### src/core/nsk_pkg.sv
// Purpose: Shared constants for the set and skip instruction slice.
// Assumes: 10-bit instruction words from program ROM, one word per cycle.
// Notes:   Opcode values are the instruction encodings of the core.
package nsk_pkg;
   localparam int          INSN_W             = 10;
   localparam int          ACC_W              = 4;
   localparam int          PORT_D_W           = 8;
   localparam int          PAGE_W             = 7;
   localparam logic [9:0]  OP_SELECT_BANK     = 10'h041;
   localparam logic [9:0]  OP_SET_CARRY       = 10'h007;
   localparam logic [9:0]  OP_SET_SINGLE_PORT = 10'h28d;
   localparam logic [9:0]  OP_SET_INDEXED     = 10'h015;
   localparam logic [9:0]  OP_SKIP_EQ_IMM     = 10'h025;
   localparam logic [9:0]  OP_TABLE_LOOKUP    = 10'h080;
   localparam logic [9:0]  TABLE_LOOKUP_MASK  = 10'h3c0;
   localparam logic [9:0]  IMM_PREFIX         = 10'h070;
   localparam logic [9:0]  IMM_PREFIX_MASK    = 10'h3f0;
   localparam int          PAGE_BIT6_POS      = 6;
   localparam logic        BANK_RST           = 1'b0;
   localparam logic        CARRY_RST          = 1'b0;
   localparam logic        PORT_C_RST         = 1'b0;
   localparam logic [7:0]  PORT_D_RST         = 8'h00;
   localparam logic [6:0]  PAGE_RST           = 7'h00;
   localparam int          INDEX_W            = 4;
   typedef enum logic [0:0] {
      NSK_FETCH = 1'b0,
      NSK_IMM   = 1'b1
   } nsk_state_t;
endpackage

### src/core/nsk_decode.sv
// Purpose: Classifies one instruction word for the set and skip slice.
// Assumes: Word is stable for the cycle it is presented.
// Notes:   Pure combinational decode, kept apart so the main file stays sequential.
`timescale 1ns/100ps
module nsk_decode
   import nsk_pkg::*;
(
   input  wire logic [nsk_pkg::INSN_W-1:0] insn_i,
   output logic                            is_bank_o,
   output logic                            is_carry_o,
   output logic                            is_port_c_o,
   output logic                            is_port_d_o,
   output logic                            is_seq_o,
   output logic                            is_table_o
);
   always_comb begin
      is_bank_o   = (insn_i == OP_SELECT_BANK);
      is_carry_o  = (insn_i == OP_SET_CARRY);
      is_port_c_o = (insn_i == OP_SET_SINGLE_PORT);
      is_port_d_o = (insn_i == OP_SET_INDEXED);
      is_seq_o    = (insn_i == OP_SKIP_EQ_IMM);
      is_table_o  = ((insn_i & TABLE_LOOKUP_MASK) == OP_TABLE_LOOKUP);
   end
endmodule

### src/core/nsk_core.sv
// Purpose: Execute slice for bank, carry, port set and compare-skip instructions.
// Assumes: One instruction word per clock; words arriving while a skip is
//          pending are the skipped word and are not executed here.
// Notes:   Other instructions pass without effect on this slice's state.
//          The bank flag is sticky: no op of this slice clears it, only reset.
//          Skip state is kept inside and clears on the next valid word, so idle
//          cycles between a compare and the skipped word are harmless.
//
// Summary of operation
// RL1 - After bank select, a table lookup forces page bit 6 high.
// RL2 - Set carry writes one to carry; one word, one cycle, no skip.
// RL3 - Indexed port set drives the port D bit chosen by index 0 to 7.
// RL4 - Compare with immediate is two words, two cycles, 4-bit immediate.
// RL5 - Equal compare skips next instruction; carry is never changed.
// RL6 - Single port set drives port C high; carry and skip untouched.
`timescale 1ns/100ps
module nsk_core
   import nsk_pkg::*;
(
   input  wire logic                              SYS_CLK_I,
   input  wire logic                              RST_N_I,
   input  wire logic                              INSN_VALID_I,
   input  wire logic [nsk_pkg::INSN_W-1:0]        INSN_I,
   input  wire logic [nsk_pkg::ACC_W-1:0]         ACC_I,
   input  wire logic [nsk_pkg::INDEX_W-1:0]       INDEX_Y_I,
   input  wire logic [nsk_pkg::PAGE_W-1:0]        TABLE_PAGE_I,
   output logic                                   CARRY_FLAG_O,
   output logic                                   PORT_C_O,
   output logic [nsk_pkg::PORT_D_W-1:0]           PORT_D_O,
   output logic                                   BANK_FLAG_O,
   output logic [nsk_pkg::PAGE_W-1:0]             TABLE_PAGE_O,
   output logic                                   TABLE_PAGE_VALID_O,
   output logic                                   SKIP_NEXT_O,
   output logic                                   BUSY_O
);
   import nsk_pkg::*;

   ////////////////////////////////////////////////////////////////////////////
   logic       is_bank;
   logic       is_carry;
   logic       is_port_c;
   logic       is_port_d;
   logic       is_seq;
   logic       is_table;
   logic       exec;
   nsk_state_t state_reg;
   nsk_state_t state_next;
   logic       skip_reg;
   logic       do_carry;
   logic       do_port_c;
   logic       do_port_d;
   logic       do_bank;
   logic       do_table;
   logic       imm_take;
   logic       imm_match;
   logic       index_ok;
   logic       skip_set;
   logic       skip_clear;

   ////////////////////////////////////////////////////////////////////////////
   // A second word without the immediate prefix never matches, so a compare whose
   // pair was broken by a stray word falls through instead of skipping.
   function automatic logic has_imm_prefix(input logic [nsk_pkg::INSN_W-1:0] word);
      has_imm_prefix = ((word & IMM_PREFIX_MASK) == IMM_PREFIX);
   endfunction

   function automatic logic imm_hit(input logic [nsk_pkg::INSN_W-1:0] word,
                                    input logic [nsk_pkg::ACC_W-1:0]  acc);
      imm_hit = has_imm_prefix(word) && (word[ACC_W-1:0] == acc);
   endfunction

   function automatic logic [nsk_pkg::PAGE_W-1:0] page_with_bank(
      input logic [nsk_pkg::PAGE_W-1:0] page,
      input logic                       bank
   );
      logic [nsk_pkg::PAGE_W-1:0] forced;
      forced                = page;
      forced[PAGE_BIT6_POS] = page[PAGE_BIT6_POS] | bank;
      page_with_bank        = forced;
   endfunction

   function automatic logic [nsk_pkg::PORT_D_W-1:0] port_d_with_bit(
      input logic [nsk_pkg::PORT_D_W-1:0] port,
      input logic [nsk_pkg::INDEX_W-2:0]  idx
   );
      logic [nsk_pkg::PORT_D_W-1:0] value;
      value           = port;
      value[idx]      = 1'b1;
      port_d_with_bit = value;
   endfunction

   ////////////////////////////////////////////////////////////////////////////
   nsk_decode u_decode (
      .insn_i      (INSN_I),
      .is_bank_o   (is_bank),
      .is_carry_o  (is_carry),
      .is_port_c_o (is_port_c),
      .is_port_d_o (is_port_d),
      .is_seq_o    (is_seq),
      .is_table_o  (is_table)
   );

   // A skipped word still occupies its cycle, so it is consumed but not executed.
   assign exec       = INSN_VALID_I && (state_reg == NSK_FETCH) && !skip_reg;
   assign do_carry   = exec && is_carry;
   assign do_port_c  = exec && is_port_c;
   // Index values 8 and above are undefined for this op, so they leave the port alone.
   assign index_ok   = !INDEX_Y_I[INDEX_W-1];
   assign do_port_d  = exec && is_port_d && index_ok;
   assign do_bank    = exec && is_bank;
   assign do_table   = exec && is_table;
   assign imm_take   = (state_reg == NSK_IMM) && INSN_VALID_I;
   assign imm_match  = imm_hit(INSN_I, ACC_I);
   assign skip_set   = imm_take && imm_match;
   assign skip_clear = INSN_VALID_I && skip_reg;

   ////////////////////////////////////////////////////////////////////////////
   // The compare holds fetch away for exactly one valid word, however late it comes.
   always_comb begin
      state_next = state_reg;
      unique case (state_reg)
         NSK_FETCH: begin
            if (exec && is_seq) begin
               state_next = NSK_IMM; // [RL4]
            end
         end
         NSK_IMM: begin
            if (INSN_VALID_I) begin
               state_next = NSK_FETCH; // [RL4]
            end
         end
      endcase
   end

   always_ff @(posedge SYS_CLK_I) begin
      if (!RST_N_I) begin
         state_reg <= NSK_FETCH;
      end else begin
         state_reg <= state_next;
      end
   end

   ////////////////////////////////////////////////////////////////////////////
   // The equality is taken on the second word; its upper bits are the operand prefix.
   always_ff @(posedge SYS_CLK_I) begin
      if (!RST_N_I) begin
         skip_reg <= 1'b0;
      end else if (imm_take) begin
         skip_reg <= skip_set; // [RL5]
      end else if (skip_clear) begin
         skip_reg <= 1'b0; // [RL5]
      end
   end

   ////////////////////////////////////////////////////////////////////////////
   // Carry is only ever set here; the compare leaves it alone.
   always_ff @(posedge SYS_CLK_I) begin
      if (!RST_N_I) begin
         CARRY_FLAG_O <= CARRY_RST;
      end else if (do_carry) begin
         CARRY_FLAG_O <= 1'b1; // [RL2]
      end
   end

   always_ff @(posedge SYS_CLK_I) begin
      if (!RST_N_I) begin
         PORT_C_O <= PORT_C_RST;
      end else if (do_port_c) begin
         PORT_C_O <= 1'b1; // [RL6]
      end
   end

   always_ff @(posedge SYS_CLK_I) begin
      if (!RST_N_I) begin
         PORT_D_O <= PORT_D_RST;
      end else if (do_port_d) begin
         PORT_D_O <= port_d_with_bit(PORT_D_O, INDEX_Y_I[INDEX_W-2:0]); // [RL3]
      end
   end

   ////////////////////////////////////////////////////////////////////////////
   always_ff @(posedge SYS_CLK_I) begin
      if (!RST_N_I) begin
         BANK_FLAG_O <= BANK_RST;
      end else if (do_bank) begin
         BANK_FLAG_O <= 1'b1; // [RL1]
      end
   end

   always_ff @(posedge SYS_CLK_I) begin
      if (!RST_N_I) begin
         TABLE_PAGE_O <= PAGE_RST;
      end else if (do_table) begin
         TABLE_PAGE_O <= page_with_bank(TABLE_PAGE_I, BANK_FLAG_O); // [RL1]
      end
   end

   // The pulse marks the one cycle in which the page is fresh.
   always_ff @(posedge SYS_CLK_I) begin
      if (!RST_N_I) begin
         TABLE_PAGE_VALID_O <= 1'b0;
      end else begin
         TABLE_PAGE_VALID_O <= do_table; // [RL1]
      end
   end

   ////////////////////////////////////////////////////////////////////////////
   always_ff @(posedge SYS_CLK_I) begin
      if (!RST_N_I) begin
         SKIP_NEXT_O <= 1'b0;
      end else begin
         SKIP_NEXT_O <= skip_set; // [RL5]
      end
   end

   // Busy follows the next state so it rises together with the wait for word two.
   always_ff @(posedge SYS_CLK_I) begin
      if (!RST_N_I) begin
         BUSY_O <= 1'b0;
      end else begin
         BUSY_O <= (state_next == NSK_IMM); // [RL4]
      end
   end
endmodule

### config.mk
export PLATFORM = sky130hd
export DESIGN_NAME = nsk_core
export DESIGN_NICKNAME = d
export VERILOG_FILES = /design/src/core/nsk_pkg.sv /design/src/core/nsk_decode.sv /design/src/core/nsk_core.sv
export SDC_FILE = /design/constraint.sdc
export NUM_CORES = 1
export LEC_CHECK = 0
export BUFFER_PORTS_ARGS = -buffer_cell sky130_fd_sc_hd__buf_2
export CORE_UTILIZATION = 45
export CTS_BUF_LIST = sky130_fd_sc_hd__clkbuf_4
export CTS_CLUSTER_DIAMETER = 80
export CTS_CLUSTER_SIZE = 25
export DETAILED_ROUTE_END_ITERATION = 8
export PLACE_DENSITY_LB_ADDON = 0.2
export SYNTH_ARGS = -nofsm -noshare
export SYNTH_HDL_FRONTEND = slang
export SYNTH_SLANG_ARGS = --single-unit
### constraint.sdc
create_clock -name SYS_CLK_I -period 1.99 [get_ports SYS_CLK_I]
set_input_delay 0.398 -clock SYS_CLK_I [delete_from_list [all_inputs] [get_ports SYS_CLK_I]]
set_output_delay 0.398 -clock SYS_CLK_I [all_outputs]
set_load 0.1 [all_outputs]
# ---- Word-level counts from Yosys, hierarchy flattened
# Index checks and enable logic that the tools add are counted.
dict set report word_totals {
  regBits 22
  in_bits 28
  output_inout_bits 21
  wordCells 46
}
dict set report classes {
  magnitude_cmp 2
  eq_ne 8
  mux 7
  bitwise_logic 3
  reduce_logical 17
}
# cell count
set op_table {}
lappend op_table {{$logic_and A1 B1 Y1} 14}
lappend op_table {{$eq A10 B10 Y1 const B} 1}
lappend op_table {{$eq A10 B3 Y1 const B} 1}
lappend op_table {{$eq A10 B5 Y1 const B} 1}
lappend op_table {{$eq A10 B6 Y1 const B} 1}
lappend op_table {{$eq A10 B7 Y1 const B} 1}
lappend op_table {{$or A8 B8 Y8} 1}
lappend op_table {{$eq A6 B3 Y1 const B} 1}
lappend op_table {{$mux W1} 5}
lappend op_table {{$eq A4 B2 Y1 const B} 1}
lappend op_table {{$eq A4 B4 Y1} 1}
lappend op_table {{$lt A3 B4 Y1 const B} 1}
lappend op_table {{$demux W1 S3} 1}
lappend op_table {{$ge A3 B1 Y1 const B} 1}
lappend op_table {{$logic_not A1 Y1} 2}
lappend op_table {{$pmux W1 S2} 1}
lappend op_table {{$reduce_bool A2 Y1} 1}
lappend op_table {{$not A1 Y1} 1}
lappend op_table {{$or A1 B1 Y1} 1}

# ---- Logic depth before layout (Yosys ltp)
dict set report logic_depth {
  ltp_word 6
  mapped_depth 4
  depth_no_buf 3
}

# ---- Hierarchy
# A second synthesis with hierarchy kept.
dict set report unflattened {
  hier_cells 101
  hier_area_um2 1034.7
}
# module instances cells_per_inst area_per_inst_um2
set modules_own_cells {}
lappend modules_own_cells {nsk_core 1 86 900.9}
lappend modules_own_cells {nsk_decode 1 15 133.9}

# ---- Worst setup path before layout
# OpenSTA, ideal clock, no wires.
dict set report synth_path {
  path_kind {register to register}
  startpoint {register BUSY_O (netlist name)}
  endpoint {register TABLE_PAGE_VALID_O}
  setup_time_ns 0.115
  arrival_time_ns 1.649
  t_required_ns 1.875
  setup_slack_ns 0.226
  path_stages_with_launch 5
  path_buffers 1
  synth_period_minus_slack_ns 1.764
  path_cell_list {dfxtp_1 nor4b_2 and3_1 buf_4 and2_1}
}
# item line_no
set synth_lines {}
lappend synth_lines {{end signal, assigned} nsk_core.sv:203} ;# TABLE_PAGE_VALID_O <= do_table;
lappend synth_lines {{end, declared} nsk_core.sv:32} ;# output logic TABLE_PAGE_VALID_O,

# ---- Final worst setup path
dict set report layout_path {
  startpoint {register BUSY_O}
  endpoint {output BUSY_O}
}
# item line_no
set layout_lines {}
lappend layout_lines {{start, declared} nsk_core.sv:34} ;# output logic BUSY_O
lappend layout_lines {{start signal, assigned} nsk_core.sv:221} ;# BUSY_O <= (state_next == NSK_IMM);
# No word-level cell between the ends.

==> impl_metrics.csv <==
group,metric,value,unit
run_status,status,"finished clean",
setup_path,cp_max_fo,6,
setup_path,critPathArrivalTime,1.24,ns
route,firstDrtPassIters,4,
layout,largest_register,"PORT_D_O",
logic_synthesis,synth_edf_count,0,
clock_tree,cts-root-buf,"clkbuf_4",
layout,nFillCells,187,
clock_tree,holdBufCountCts,0,
global_routing,grt_max_degree,30,
clock_tree,clk_path_buf_depth,2,
logic_synthesis,ys_warn_count,0,
global_routing,grt_first_pass_wirelength,3630,um
place,portBuffers,48,
logic_synthesis,synthCells,102,
setup_path,worstPathRequired,1.59,ns
setup_path,path_class,"reg -> out",
timing,maxSlewViolCount,0,
route,drtAntennaViolNets,0,
timing,worstMarginPinSlew,0.486,ns
worst_hold_path,hold_path.class,"in -> reg",
layout,drive_above_1_share,39.3,%
logic_synthesis,syn_area_per_cell,9.64,um^2
timing,fin_setup_tns,0,ns
route,drc_errors,0,
setup_path,critPathSlowestCell,"buf_2",
clock_tree,cts_made_buffers,3,
setup_path,cp_slowest_stage_delay,0.48,ns
layout,post-route-util,63.3,%
logic_synthesis,ys_top_cells_by_area,"dfxtp_1 (45%), nand2_1 (9.2%), mux2i_1 (7.1%)",
layout,nNetsFinal,180,
global_routing,antenna_found_initial,0,
layout,area_delta_synth_final,28.9,%
route,num_vias,900,
logic_synthesis,synth_common_cells,"nand2_1 (24), dfxtp_1 (22), o21ai_1 (9), mux2i_1 (7), xnor2_1 (4)",
clock_tree,h-tree-depth,1,
logic_synthesis,syn_nets,130,
route,wl,2090,um
setup_path,worst-path-buf-inv,1,
timing,hold_viol_final,0,
timing,finalCritPeriodShare,82.3,%
logic_synthesis,yosysMostFrequentCell,"nand2_1",
timing,finClkSkew,0.00265,ns
logic_synthesis,ys_seq_elements,22,
floorplan,die_w,48.8,um
logic_synthesis,yosysSeqAreaShare,44.8,%
clock_tree,cts_sinks,22,
setup_path,start_kind,"register",
timing,fmax,0.611,GHz
clock_tree,cts_tree,"done",
layout,diodes,0,
layout,largest_reg_flops,8,
route,drtIter0Drc,17,
setup_path,crit_path_start,"BUSY_O",
setup_path,path_cells,"buf_2",
place,hpwlAfterDp,1640,um
floorplan,dieHeight,48.8,um
clock_tree,clk_pin_slew,0.11,ns
power_and_ir_drop,p_per_area,577,mW/mm^2
timing,relSlewSlack,67.9,%
floorplan,io_pins,49,
worst_hold_path,hp-start,"TABLE_PAGE_I[1]",
logic_synthesis,synth_top_area_cell,"dfxtp_1",
power_and_ir_drop,ir_drop,0.256,mV
floorplan,rows,16,
layout,top_regs,"PORT_D_O (8), TABLE_PAGE_O (7)",
timing,post-route-min-period,1.64,ns
setup_path,rr_startpoint,"BUSY_O",
flow_run,cap_violations,0,
clock_tree,clock_latency,0.29,ns
logic_synthesis,async_flop_share,0,%
floorplan,die_area,0.00238,mm^2
route,post_drt_wl_per_cell,11.8,um
logic_synthesis,synthFlopType,"dfxtp_1",
global_routing,first_global_vias,846,
setup_path,end_kind,"output pin",
global_routing,overflow,0,
logic_synthesis,synth_top_area_share,44.8,%
floorplan,core_area,0.00200,mm^2
timing,setup_viol,0,
logic_synthesis,synth_cell_type_count,34,
logic_synthesis,synth_area,983,um^2
timing,rsz0062_at_grt,"false",
clock_tree,cts_setup_buffers,0,
place,gp_congestion,0.748,
setup_path,cpLargestDelayFamily,"buffers and inverters",
route,viasPerCell,5.08,
floorplan,initial_core_util,49.1,%
power_and_ir_drop,power,732,uW
power_and_ir_drop,p_leak,0.000568,uW
global_routing,grtUsageTotal,19.9,%
clock_tree,cts_resized,0,
[final timing paths]
path	slack, ns	depth (start not counted)	endpoint
setup / recovery	0.35	1	BUSY_O
hold / removal	0.34	3	TABLE_PAGE_O[1]
setup reg to reg	0.50	3	TABLE_PAGE_O[6]
hold reg to reg	0.45	2	PORT_D_O[6]
[layout make-up]
class / instances / area (um^2) / share of cell area [%]
multi-input cells: 76 / 523 / 41.3
flip-flops and latches: 22 / 440 / 34.7
repair buffers: 49 / 248 / 19.5
well taps: 27 / 33.8 / 2.67
clock buffers: 3 / 22.5 / 1.78
[power breakdown]
group          internal [uW]  total [uW]  switching [uW]
Clock                   70.3         190             119
Sequential               442         443           0.895
Combinational           41.6        99.1            57.5
[cells in the final DEF (no fill, tap or decap), types with 2 or more instances in the layout]
master	count
buf_2	48
o21ai_1	9
nor3b_1	2
nand3_1	2
nand4_1	2
dfxtp_1	22
clkbuf_4	3
nand3b_1	3
and3_1	2
mux2i_1	7
nand2_1	24
xnor2_1	4
[layer usage]
metal  GRT usage, %  routed length (um)  up-vias
met5              0                   0        -
met1           25.2                 926      399
met3           3.14                 105        2
li1               -                   -      466
met4           10.3                  27        0
met2           32.6                1030       33
[cell families (layout without fill, tap and decap cells)]
| family | Yosys count | count (layout) | share of synthesized area, % |
|---|---|---|---|
| xor gates and xnor gates | 4 | 4 | 3.56 |
| AOI/OAI and AO/OA | 14 | 14 | 8.52 |
| DFF | 22 | 22 | 44.8 |
| buffers and inverters | 4 | 52 | 2.04 |
| and+or+nand+nor | 51 | 51 | 34.0 |
| muxes | 7 | 7 | 7.12 |
[per-stage QoR]
| step | worst slack (ns) | instance area (um^2) | std cells | hold slack (ns) |
|---|---|---|---|---|
| 2_1_floorplan | 0.226 | 983 | 102 | 0.496 |
| 4_1_cts | 0.349 | 1270 | 177 | 0.334 |
| 3_3_place_gp | 0.496 | 1240 | 174 | 0.435 |
| 3_5_place_dp | 0.388 | 1240 | 174 | 0.438 |
| 6_report | 0.352 | 1270 | 177 | 0.338 |
| 5_1_grt | 0.273 | 1270 | 177 | 0.317 |
Power figures use the tool's default switching activity.
